==> config.mk <==
export PLATFORM = sky130hd
export DESIGN_NAME = wtd_decoder
export DESIGN_NICKNAME = d
export VERILOG_FILES = /design/src/hdl/wtd_pkg.sv /design/src/hdl/wtd_wait_table.sv /design/src/hdl/wtd_decoder.sv
export SDC_FILE = /design/constraint.sdc
export NUM_CORES = 1
export LEC_CHECK = 0
export BUFFER_PORTS_ARGS = -buffer_cell sky130_fd_sc_hd__buf_2
export CAP_MARGIN = 20
export CORE_ASPECT_RATIO = 1.2
export CORE_MARGIN = 2
export CORE_UTILIZATION = 56
export CTS_BUF_LIST = sky130_fd_sc_hd__clkbuf_16
export CTS_CLUSTER_DIAMETER = 40
export DETAILED_ROUTE_END_ITERATION = 10
export PLACE_DENSITY = 0.78
export SYNTH_ARGS = -nofsm -noshare
export SYNTH_HDL_FRONTEND = slang
export SYNTH_SLANG_ARGS = --single-unit
==> constraint.sdc <==
create_clock -name ref_clk_i -period 3.5 [get_ports ref_clk_i]
set_input_delay 0.35 -clock ref_clk_i [delete_from_list [all_inputs] [get_ports ref_clk_i]]
set_output_delay 0.35 -clock ref_clk_i [all_outputs]
set_load 0.01 [all_outputs]
==> src/hdl/wtd_pkg.sv <==
// Constants shared by the wait table and shortcut decoder.
// Assumes 16-bit instruction words fetched by the microcore sequencer.
package wtd_pkg;

  // ********************************************************
  // Table geometry
  // ********************************************************
  localparam int ROW_COUNT = 5;
  localparam int ROW_W = 3;
  localparam int COND_W = 6;
  localparam int DISP_W = 5;
  localparam int ROUTE_W = 4;
  localparam int CUR_SEL_W = 2;
  localparam logic [ROW_W-1:0] ROW_LAST = 3'h4;

  // ********************************************************
  // Instruction patterns and field positions
  // ********************************************************
  localparam logic [1:0] REL_OPCODE = 2'h3;
  localparam logic [5:0] ABS_OPCODE = 6'h04;
  localparam logic [1:0] OUT_OPCODE_HI = 2'h2;
  localparam logic [1:0] OUT_OPCODE_LO = 2'h3;
  localparam logic [13:0] CUR_OPCODE = 14'h0D5E;
  localparam int DISP_MSB = 13;
  localparam int DISP_LSB = 9;
  localparam int JREG_BIT = 9;
  localparam int ROW_MSB = 8;
  localparam int ROW_LSB = 6;
  localparam int COND_MSB = 5;
  localparam int COND_LSB = 0;
  localparam int R1_MSB = 13;
  localparam int R1_LSB = 10;
  localparam int R2_MSB = 9;
  localparam int R2_LSB = 6;
  localparam int R3_MSB = 5;
  localparam int R3_LSB = 2;
  localparam int CUR_MSB = 1;
  localparam int CUR_LSB = 0;

  // ********************************************************
  // Condition codes
  // ********************************************************
  localparam logic [COND_W-1:0] C_FLAG_HIGH = 6'h10;
  localparam logic [COND_W-1:0] C_TC = 6'h20;
  localparam logic [COND_W-1:0] C_START_LOW = 6'h24;
  localparam logic [COND_W-1:0] C_START_HIGH = 6'h25;
  localparam logic [COND_W-1:0] C_DS_LOW = 6'h26;
  localparam logic [COND_W-1:0] C_SRC_LOW = 6'h29;
  localparam logic [COND_W-1:0] C_DS_HIGH = 6'h2C;
  localparam logic [COND_W-1:0] C_ALU_DONE = 6'h2F;
  localparam logic [COND_W-1:0] C_BOOST_HIGH = 6'h30;
  localparam logic [COND_W-1:0] C_BOOST_LOW = 6'h31;
  localparam logic [COND_W-1:0] C_CUR_HIGH = 6'h32;
  localparam logic [COND_W-1:0] C_CUR_LOW = 6'h38;
  localparam logic [COND_W-1:0] C_OWN_HIGH = 6'h3E;

  // ********************************************************
  // Output route codes and reset defaults
  // ********************************************************
  localparam logic [ROUTE_W-1:0] ROUTE_UNDEF = 4'hC;
  // Index is channel_index * 2 + core_index
  localparam logic [CUR_SEL_W-1:0] CUR_DEFAULT [4] = '{2'h0, 2'h1, 2'h2, 2'h3};
  localparam logic [ROUTE_W-1:0] R1_DEFAULT [4] = '{4'h0, 4'h1, 4'h2, 4'h3};
  localparam logic [ROUTE_W-1:0] R2_DEFAULT [4] = '{4'h5, 4'h6, 4'h7, 4'h8};
  localparam logic [ROUTE_W-1:0] R3_DEFAULT [4] = '{4'h9, 4'hA, 4'hB, 4'h4};

  // Wait sequencing states
  typedef enum logic [2:0] {
    WTD_IDLE = 3'b001,
    WTD_WATCH = 3'b010,
    WTD_JUMP = 3'b100
  } wtd_state_t;

endpackage

==> src/hdl/wtd_wait_table.sv <==
// Row store of the wait table: condition code and destination per row.
// Assumes one write port driven by the instruction decoder.
`timescale 1ns/1ns
module wtd_wait_table #(
  parameter int ADDR_W = 10
) (
  input wire logic ref_clk_i,
  input wire logic rst_n_i,
  input wire logic wr_en_i,
  input wire logic [wtd_pkg::ROW_W-1:0] wr_row_i,
  input wire logic [wtd_pkg::COND_W-1:0] wr_cond_i,
  input wire logic [ADDR_W-1:0] wr_dest_i,
  output logic [wtd_pkg::ROW_COUNT*wtd_pkg::COND_W-1:0] row_cond_o,
  output logic [wtd_pkg::ROW_COUNT*ADDR_W-1:0] row_dest_o
);
  import wtd_pkg::*;

  // ********************************************************
  // One register pair per row
  // ********************************************************
  for (genvar g = 0; g < ROW_COUNT; g++) begin : g_row
    logic [COND_W-1:0] cond_r;
    logic [ADDR_W-1:0] dest_r;
    // Row written only when its own code is addressed
    always_ff @(posedge ref_clk_i or negedge rst_n_i) begin
      if (!rst_n_i) begin
        cond_r <= '0;
        dest_r <= '0;
      end else if (wr_en_i && wr_row_i == ROW_W'(g)) begin
        cond_r <= wr_cond_i;
        dest_r <= wr_dest_i;
      end
    end
    // Row registers onto the packed outputs, one writer per slice
    assign row_cond_o[g*COND_W +: COND_W] = cond_r;
    assign row_dest_o[g*ADDR_W +: ADDR_W] = dest_r;
  end

endmodule

==> src/hdl/wtd_decoder.sv <==
// Decode and execute of wait table entries and output/current shortcuts.
// Assumes the sequencer presents one instruction per valid cycle with its
// code address, and holds wait_active_i while a wait instruction runs.
`timescale 1ns/1ns

module wtd_decoder #(
  parameter int ADDR_W = 10,
  parameter int CORE_INDEX = 0,
  parameter int CHANNEL_INDEX = 0
) (
  input wire logic ref_clk_i,
  input wire logic rst_n_i,
  input wire logic instr_valid_i,
  input wire logic [15:0] instr_i,
  input wire logic [ADDR_W-1:0] instr_addr_i,
  input wire logic [ADDR_W-1:0] jump_register_set0_i,
  input wire logic [ADDR_W-1:0] jump_register_set1_i,
  input wire logic wait_active_i,
  input wire logic [wtd_pkg::ROW_COUNT-1:0] wait_row_en_i,
  input wire logic [15:0] flags_i,
  input wire logic [3:0] terminal_count_i,
  input wire logic start_i,
  input wire logic [2:0] route_drain_source_high_i,
  input wire logic [2:0] route_source_feedback_i,
  input wire logic alu_done_i,
  input wire logic boost_voltage_high_i,
  input wire logic [5:0] current_fb_i,
  output logic wait_jump_o,
  output logic [ADDR_W-1:0] wait_target_o,
  output logic [wtd_pkg::CUR_SEL_W-1:0] current_route_select_o,
  output logic [wtd_pkg::ROUTE_W-1:0] output_route_one_o,
  output logic [wtd_pkg::ROUTE_W-1:0] output_route_two_o,
  output logic [wtd_pkg::ROUTE_W-1:0] output_route_three_o
);
  import wtd_pkg::*;

  localparam int DEF_IDX = CHANNEL_INDEX * 2 + CORE_INDEX;

  // ********************************************************
  // Instruction decode
  // ********************************************************
  logic is_rel;
  logic is_abs;
  logic is_out;
  logic is_cur;
  logic tbl_wr;
  logic [ROW_W-1:0] row_code;
  logic [ADDR_W-1:0] rel_dest;
  logic [ADDR_W-1:0] abs_dest;
  logic [ADDR_W-1:0] wr_dest;
  logic [ROW_COUNT*COND_W-1:0] row_cond;
  logic [ROW_COUNT*ADDR_W-1:0] row_dest;

  // Opcode recognition
  assign is_rel = instr_valid_i && instr_i[15:14] == REL_OPCODE;
  assign is_abs = instr_valid_i && instr_i[15:10] == ABS_OPCODE;
  assign is_out = instr_valid_i && instr_i[15:14] == OUT_OPCODE_HI
                  && instr_i[1:0] == OUT_OPCODE_LO;
  assign is_cur = instr_valid_i && instr_i[15:2] == CUR_OPCODE;
  assign row_code = instr_i[ROW_MSB:ROW_LSB];
  // Rows past the last one are dropped
  assign tbl_wr = (is_rel || is_abs) && row_code <= ROW_LAST;
  // Sign-extended displacement added to the instruction address
  assign rel_dest = instr_addr_i + ADDR_W'(signed'(instr_i[DISP_MSB:DISP_LSB]));
  // Jump register chosen by the select bit
  assign abs_dest = instr_i[JREG_BIT] ? jump_register_set1_i
                                      : jump_register_set0_i;
  assign wr_dest = is_rel ? rel_dest : abs_dest;

  // Row store
  wtd_wait_table #(
    .ADDR_W(ADDR_W)
  ) u_table (
    .ref_clk_i(ref_clk_i),
    .rst_n_i(rst_n_i),
    .wr_en_i(tbl_wr),
    .wr_row_i(row_code),
    .wr_cond_i(instr_i[COND_MSB:COND_LSB]),
    .wr_dest_i(wr_dest),
    .row_cond_o(row_cond),
    .row_dest_o(row_dest)
  );

  // ********************************************************
  // Shortcut state
  // ********************************************************
  // Current measurement block selection
  always_ff @(posedge ref_clk_i or negedge rst_n_i) begin
    if (!rst_n_i) begin
      current_route_select_o <= CUR_DEFAULT[DEF_IDX];
    end else if (is_cur) begin
      current_route_select_o <= instr_i[CUR_MSB:CUR_LSB];
    end
  end

  // Output routes; codes above undefined keep the old route
  always_ff @(posedge ref_clk_i or negedge rst_n_i) begin
    if (!rst_n_i) begin
      output_route_one_o <= R1_DEFAULT[DEF_IDX];
      output_route_two_o <= R2_DEFAULT[DEF_IDX];
      output_route_three_o <= R3_DEFAULT[DEF_IDX];
    end else if (is_out) begin
      if (instr_i[R1_MSB:R1_LSB] <= ROUTE_UNDEF) begin
        output_route_one_o <= instr_i[R1_MSB:R1_LSB];
      end
      if (instr_i[R2_MSB:R2_LSB] <= ROUTE_UNDEF) begin
        output_route_two_o <= instr_i[R2_MSB:R2_LSB];
      end
      if (instr_i[R3_MSB:R3_LSB] <= ROUTE_UNDEF) begin
        output_route_three_o <= instr_i[R3_MSB:R3_LSB];
      end
    end
  end

  // ********************************************************
  // Condition evaluation
  // ********************************************************
  logic own_cur;
  logic [ROW_COUNT-1:0] row_hit;
  logic [ADDR_W-1:0] hit_dest;

  // Own feedback follows the current route selection
  assign own_cur = current_fb_i[current_route_select_o];

  // One condition code against the live inputs
  // Ranges tested in code order; the last branch is own feedback low
  function automatic logic cond_true(input logic [COND_W-1:0] c);
    logic [COND_W-1:0] d;
    d = '0;
    if (c < C_FLAG_HIGH) begin
      cond_true = !flags_i[c[3:0]];
    end else if (c < C_TC) begin
      cond_true = flags_i[c[3:0]];
    end else if (c < C_START_LOW) begin
      cond_true = terminal_count_i[c[1:0]];
    end else if (c == C_START_LOW) begin
      cond_true = !start_i;
    end else if (c == C_START_HIGH) begin
      cond_true = start_i;
    end else if (c < C_SRC_LOW) begin
      d = c - C_DS_LOW;
      cond_true = !route_drain_source_high_i[d[1:0]];
    end else if (c < C_DS_HIGH) begin
      d = c - C_SRC_LOW;
      cond_true = !route_source_feedback_i[d[1:0]];
    end else if (c < C_ALU_DONE) begin
      d = c - C_DS_HIGH;
      cond_true = route_drain_source_high_i[d[1:0]];
    end else if (c == C_ALU_DONE) begin
      cond_true = alu_done_i;
    end else if (c == C_BOOST_HIGH) begin
      cond_true = boost_voltage_high_i;
    end else if (c == C_BOOST_LOW) begin
      cond_true = !boost_voltage_high_i;
    end else if (c < C_CUR_LOW) begin
      d = c - C_CUR_HIGH;
      cond_true = current_fb_i[d[2:0]];
    end else if (c < C_OWN_HIGH) begin
      d = c - C_CUR_LOW;
      cond_true = !current_fb_i[d[2:0]];
    end else if (c == C_OWN_HIGH) begin
      cond_true = own_cur;
    end else begin
      cond_true = !own_cur;
    end
  endfunction

  // All enabled rows watched side by side
  // A process, not a plain assign: inputs read inside the function wake it
  for (genvar g = 0; g < ROW_COUNT; g++) begin : g_hit
    logic hit;
    always_comb begin
      hit = wait_row_en_i[g] && cond_true(row_cond[g*COND_W +: COND_W]);
    end
    assign row_hit[g] = hit;
  end

  // Lowest-numbered true row supplies the destination
  always_comb begin
    hit_dest = '0;
    for (int i = ROW_COUNT - 1; i >= 0; i--) begin
      if (row_hit[i]) begin
        hit_dest = row_dest[i*ADDR_W +: ADDR_W];
      end
    end
  end

  // ********************************************************
  // Wait sequencing
  // ********************************************************
  wtd_state_t state_r;
  wtd_state_t state_nxt;

  // Next state of the wait watcher
  always_comb begin
    state_nxt = state_r;
    case (state_r)
      WTD_IDLE: begin
        if (wait_active_i) begin
          state_nxt = WTD_WATCH;
        end
      end
      WTD_WATCH: begin
        if (!wait_active_i) begin
          state_nxt = WTD_IDLE;
        end else if (|row_hit) begin
          state_nxt = WTD_JUMP;
        end
      end
      WTD_JUMP: begin
        // Back to idle, so one hit gives a single pulse
        state_nxt = WTD_IDLE;
      end
      default: begin
        state_nxt = WTD_IDLE;
      end
    endcase
  end

  // State register
  always_ff @(posedge ref_clk_i or negedge rst_n_i) begin
    if (!rst_n_i) begin
      state_r <= WTD_IDLE;
    end else begin
      state_r <= state_nxt;
    end
  end

  // Jump pulse and target captured on a hit
  always_ff @(posedge ref_clk_i or negedge rst_n_i) begin
    if (!rst_n_i) begin
      wait_jump_o <= 1'b0;
      wait_target_o <= '0;
    end else begin
      wait_jump_o <= state_nxt == WTD_JUMP;
      if (state_nxt == WTD_JUMP) begin
        wait_target_o <= hit_dest;
      end
    end
  end

  logic [ROW_W-1:0] row_q;
  logic [ROW_COUNT*ADDR_W-1:0] dest_q;
  logic [ROW_COUNT*COND_W-1:0] cond_q;
  // Helper copies for row-indexed checks
  always_ff @(posedge ref_clk_i or negedge rst_n_i) begin
    if (!rst_n_i) begin
      row_q <= '0;
    end else begin
      row_q <= row_code;
    end
  end
  assign dest_q = row_dest >> (row_q * ADDR_W);
  assign cond_q = row_cond >> (row_q * COND_W);
endmodule

# Yosys cells after proc, flatten, opt, wreduce, memory -nomap -nowiden
# Index checks and enable logic that the tools add are counted.
[totals]
reg_bits = 108
word_cells = 363
ramBits = 0
mem_bits_ro = 0
mem_count = 0
output_inout_bits = 25
inputBits = 90
latchBits = 0
[op_classes]
n_eq_ne = 42
order_cmp = 80
multipliers = 0
n_reduce_logical = 45
addsub = 26
mux = 153
shift = 0
div_mod_pow = 0
bitwise_logic = 0
[ops]
columns = ["op", "n"]
rows = [
  ["$lt 6x6->1 const B", 35],
  ["$eq 6x6->1 const B", 30],
  ["$mux 1", 106],
  ["$mux 10", 7],
  ["$lt 2x3->1 const B", 20],
  ["$bmux 1 s2", 21],
  ["$lt 3x4->1 const B", 10],
  ["$bmux 1 s3", 10],
  ["$lt 6x5->1 const B", 5],
  ["$lt 4x5->1 const B", 5],
  ["$logic_not 1->1", 23],
  ["$bmux 1 s4", 5],
  ["$sub 2x1->2 const B", 10],
  ["$logic_and 1x1->1", 16],
  ["$sub 3x1->3 const B", 5],
  ["$sub 3x2->3 const B", 5],
  ["$eq 14x12->1 const B", 1],
  ["$le 4x4->1 const B", 3],
  ["$add 10x10->10", 1],
  ["$sub 2x2->2 const B", 5],
  ["$eq 3x2->1 const B", 3],
  ["$mux 3", 3],
  ["$eq 2x2->1 const B", 3],
  ["$eq 3x1->1 const B", 2],
  ["other kinds (9)", 12],
]

# Longest topological paths before layout
[logic_depth]
word_depth = 23
mapped_depth = 14

# Hierarchy
# Synthesis repeated with hierarchy kept, for this count alone.
[unflattened]
hier_cells = 802
hier_area_um2 = 8536.9
[modules_own_cells]
columns = ["module", "seq_area_each_um2", "area_per_inst_um2", "cells_per_inst", "n_inst"]
rows = [
  ["wtd_decoder", 706.9, 5386.4, 629, 1],
  ["wtd_wait_table", 2001.9, 3150.5, 173, 1],
]

# Worst setup path before layout
# No wires, ideal clock.
[synth_path]
path_type = "flip-flop to flip-flop"
start = "register u_table.g_row[3].cond_r[1]"
end = "register wait_target_o[0]"
arrival_ns = 2.947
period_less_slack_ns = 3.042
required_ns = 3.405
stages_incl_launch_ff = 12
setup_slack_ns = 0.458
setup_time_ns = 0.095
path_cell_list = "dfrtp_1 clkbuf_1 inv_1 ha_1 mux2i_1 o211ai_1 or4b_1 a31oi_1 o31ai_4 nor3_4 a221oi_1 o31ai_1"
[synth_between]
elab_chain_cells = 23
elab_cells_between_ends = 61
[synth_lines]
columns = ["element", "line", "text"]
rows = [
  ["start, declared", "wtd_wait_table.sv:22", "logic [COND_W-1:0] cond_r;"],
  ["start signal, assigned", "wtd_wait_table.sv:30", "cond_r <= wr_cond_i;"],
  ["$sub 3x1->3", "wtd_decoder.sv:159", "d = c - C_CUR_LOW;"],
  ["$bmux 1 s3", "wtd_decoder.sv:160", "cond_true = !current_fb_i[d[2:0]];"],
  ["$mux 1 (not written as such)", "wtd_decoder.sv:160", ""],
  ["$logic_not 1->1", "wtd_decoder.sv:160", ""],
  ["$mux 1", "wtd_decoder.sv:158", "end else if (c < C_OWN_HIGH) begin"],
  ["$mux 1", "wtd_decoder.sv:155", "end else if (c < C_CUR_LOW) begin"],
  ["$mux 1", "wtd_decoder.sv:153", "end else if (c == C_BOOST_LOW) begin"],
  ["$mux 1", "wtd_decoder.sv:151", "end else if (c == C_BOOST_HIGH) begin"],
  ["[7 not listed]", "n/a", ""],
  ["$mux 1", "wtd_decoder.sv:132", "end else if (c < C_TC) begin"],
  ["$mux 1 (*)", "wtd_decoder.sv:130", "if (c < C_FLAG_HIGH) begin"],
  ["$logic_and 1x1->1 (*)", "wtd_decoder.sv:173", "hit = wait_row_en_i[g] && cond_true(row_cond[g*COND_W +: COND_W]);"],
  ["$reduce_or 5->1", "wtd_decoder.sv:206", "end else if (|row_hit) begin"],
  ["$mux 3", "wtd_decoder.sv:206", ""],
  ["$mux 3", "wtd_decoder.sv:204", "if (!wait_active_i) begin"],
  ["$pmux 3 s2", "wtd_decoder.sv:197", "case (state_r)"],
  ["$eq 3x3->1", "wtd_decoder.sv:236", "if (state_nxt == WTD_JUMP) begin"],
  ["end signal, assigned", "wtd_decoder.sv:237", "wait_target_o <= hit_dest;"],
  ["end, declared", "wtd_decoder.sv:29", "output logic [ADDR_W-1:0] wait_target_o,"],
]
# Every way passes the cells marked *; elsewhere a longest branch is shown, timed or not. The select of a mux whose other input is x is not followed.
# A chain may end at the register's enable or synchronous reset.

# Worst setup path after layout
# Ends and elaborated chain as after synthesis.

==> results.tsv <==
stage	metric	value	unit
yosys	syn-cell-area	8210	um^2
timing	final_min_period_over_clock_period	94.6	%
place	dp_cells	1086	
timing	worst_pin_slew	965	ps
layout	antenna_cells_inserted	0	
timing	max_freq	0.302	GHz
layout	num-nets-final	1046	
yosys	postSynthCellCount	838	
route	average_wire_length_per_cell_after_detail_routing	21.3	um
yosys	synth_most_common_cell	nand2_1	
cts	cts_buffers	9	
place	portBuffers	114	
layout	final.fill_count	1166	
critical_path	reg2reg_slack	190	ps
floorplanning	io_pins	115	
floorplanning	floorplan.core_area	14400	um^2
floorplanning	die_outline_area	15600	um^2
critical_path	startpoint_class	flip-flop	
route	routed_wl	23500	um
timing	worst_slack	188	ps
critical_path	timing_worst_setup_path_type	flip-flop to flip-flop	
critical_path	crit-reg2reg-launch	u_table.g_row[3].cond_r[1]	
yosys	synth_fp_nets	962	
global_route	grt_antenna_before_repair	0	
timing	clk_skew	9.43	ps
timing	grt_setup_unrepaired	no	
yosys	netlist.area_leader.share	31.4	%
floorplanning	die_height	137	um
yosys	warning_count_from_the_yosys_run	0	
layout	post_layout_cell_count	1102	
route	vias_per_cell	6.65	
critical_path	critical_path.endpoint_type	flip-flop	
place	globalplace.congestion	0.987	
yosys	synth_area_leaders	dfrtp_1 (31%), mux2_2 (8.8%), mux4_2 (8.8%), ha_1 (5.0%), nand2_1 (4.8%)	
timing	final-hold-violation-count	0	
route	dr.first_iter.drc_count	689	
route	drt-pass1-iter-count	6	
cts	clockBufferDepth	2	
cts	worst_skew_late_latency	360	ps
place	dpl_ws	209	ps
pwr	cellPowerDensity	556	nW/um^2
pwr	lkg_pwr	0.00412	uW
global_route	grt_start_max_net_pins	50	
timing	maxSlewHeadroom	35.4	%
timing	final.min_clock_period	3310	ps
route	remaining_drc_errors	0	
yosys	synth-main-ff-cell	dfrtp_1	
yosys	synth.yosys.seq_area_share	33.0	%
critical_path	crit-reg2reg-capture	wait_target_o[0]	
timing	final.setup.tns	0	ps
global_route	globalRoute.totalOverflow	0	
cts	clk_pin_slew	80	ps
timing	total_of_endpoints_with_negative_setup_slack_in_the_final_report	0	
run	drv.max_cap_violation_count	0	
place	dp.final_hpwl	16600	um
yosys	synth.top_cells.by_count	nand2_1 (106), dfrtp_1 (103), mux2_2 (64)	
critical_path	timing.reg2reg.worst_path_depth	10	
yosys	number_of_synthesized_flops_with_an_enable_pin	0	
floorplanning	std_cell_rows	48	
yosys	asyncSetResetFlopFracSynth	100	%
yosys	synth.largest_area_cell	dfrtp_1	
yosys	ys_ff_latch	108	
cts	cts.sink_count	108	
pwr	irDropWorstVdd	0.423	mV
cts	tritoncts_clock_tree	done	
critical_path	worstPathRequired	3760	ps
floorplanning	die_width	115	um
route	vias	7330	
timing	worst_hold_slack_after_final_layout	7.22	ps
worst_hold_path	hold_path_class	primary input to async pin	
layout	final_layout_size_suffix_gt1_share	29.0	%
cts	buffer_type_at_the_clock_tree_root	clkbuf_16	
timing	count_of_final_max_slew_check_failures	0	
run_status	status	complete, no violations	
layout	layout-area-overhead-vs-synth	12.5	%
cts	cts.htree.levels	3	
yosys	synth.distinct_cells	77	
global_route	first_global_vias	6926	
critical_path	crit_path_max_fanout	10	
floorplanning	starting_density_of_the_core	57.2	%
layout	post-route-cell-area	9230	um^2
critical_path	critPathArrivalTime	3570	ps
global_route	globalRouteTotalUtil	30.5	%
place	post_dp_cell_area	8900	um^2
cts	cts_post_setup_buffers_inserted	0	
yosys	synth.avg_cell_area	9.80	um^2
global_route	grt_pass1_wl	36600	um
route	detail-route-antenna-nets	0	
[critical path: stages, from the launching register on]
cell and delay [ps]:
dfrtp_1 520, inv_1 180, ha_1 340, mux2i_1 130
o211ai_1 200, or4b_1 450, a31oi_1 270, o31ai_4 180
nor3_4 510, a221oi_1 160, o31ai_1 280
[where the power goes]
| group | internal (uW) | leakage (uW) | total (uW) | switching (uW) |
|---|---|---|---|---|
| combinational | 1030 | 0.00261 | 2130 | 1100 |
| clock | 580 | 0.000155 | 1110 | 530 |
| sequential | 1560 | 0.00136 | 1890 | 338 |
[sequential cells by signal, indices dropped and copies added, names as in the netlist]
signal                  flops
u_table.g_row.dest_r       50
output_route_three_o        4
output_route_one_o          4
output_route_two_o          4
wait_target_o              10
u_table.g_row.cond_r       30
state_r                     3
current_route_select_o      2
wait_jump_o                 1
[cell type report]
class / count / area (um^2) / area share (%)
clock buffers: 9 / 225 / 2.44
clock inverters: 7 / 101 / 1.10
inverters: 30 / 113 / 1.22
multi-input cells: 635 / 5110 / 55.4
flip-flops and latches: 108 / 2710 / 29.4
well taps: 175 / 219 / 2.37
repair buffers: 138 / 753 / 8.16
[metrics by stage]
step / total power [uW] / utilization (%)
3_3_place_gp: 3940 / 62.0
4_1_cts: 5120 / 64.3
6_report: 5130 / 64.3
5_1_grt: 5420 / 64.3
2_1_floorplan: 3390 / -
3_5_place_dp: 4000 / 62.0
[routing by layer]
layer | up-vias | wire [um] | global-route usage (%)
li1 | 3314 | - | -
met1 | 3575 | 9080 | 39.1
met2 | 368 | 11700 | 51.9
met3 | 73 | 1860 | 3.99
met4 | 0 | 857 | 12.8
met5 | - | 0 | 0
[how the worst max path moves through the flow]
stage,from,endpoint,slack [ps],cells after the start
2_1_floorplan,u_table.g_row[3].cond_r[1],wait_target_o[0],460,11
4_1_cts,u_table.g_row[2].cond_r[1],wait_target_o[0],170,11
5_1_grt,u_table.g_row[3].cond_r[1],wait_target_o[0],5,10
6_report,u_table.g_row[3].cond_r[1],wait_target_o[0],190,10
3_3_place_gp,u_table.g_row[2].cond_r[1],wait_target_o[2],270,13
3_5_place_dp,u_table.g_row[2].cond_r[1],wait_target_o[6],210,11
[layout by cell type, fill, tap and decap left out, drive strengths merged, types with 17 or more instances in the layout]
cell / Yosys / routed
mux4: 38 / 38
nand2b: 17 / 17
nand2: 106 / 106
a21oi: 40 / 40
o21ai: 44 / 44
buf: 23 / 138
ha: 33 / 33
inv: 29 / 31
nor2: 36 / 36
dfrtp: 103 / 103
mux2i: 29 / 29
mux2: 65 / 65
[timing repair]
action | in CTS | in global routing
hold buffers | 0 | 0
resized for setup | 0 | 2
setup endpoints to repair | 0 | 10
[logic make-up (layout without fill, tap and decap cells)]
| group | count (synthesis) | count (layout) | synth area share [%] |
|---|---|---|---|
| buffers and inverters | 95 | 184 | 4.94 |
| adder cells (fa/ha/maj) | 34 | 34 | 5.27 |
| AO/OA/AOI/OAI | 199 | 199 | 16.5 |
| flip-flops | 108 | 108 | 33.0 |
| XOR/XNOR | 12 | 12 | 1.28 |
| AND/OR/NAND/NOR | 258 | 258 | 15.9 |
| multiplexers | 132 | 132 | 23.2 |
Power figures use the tool's default switching activity.
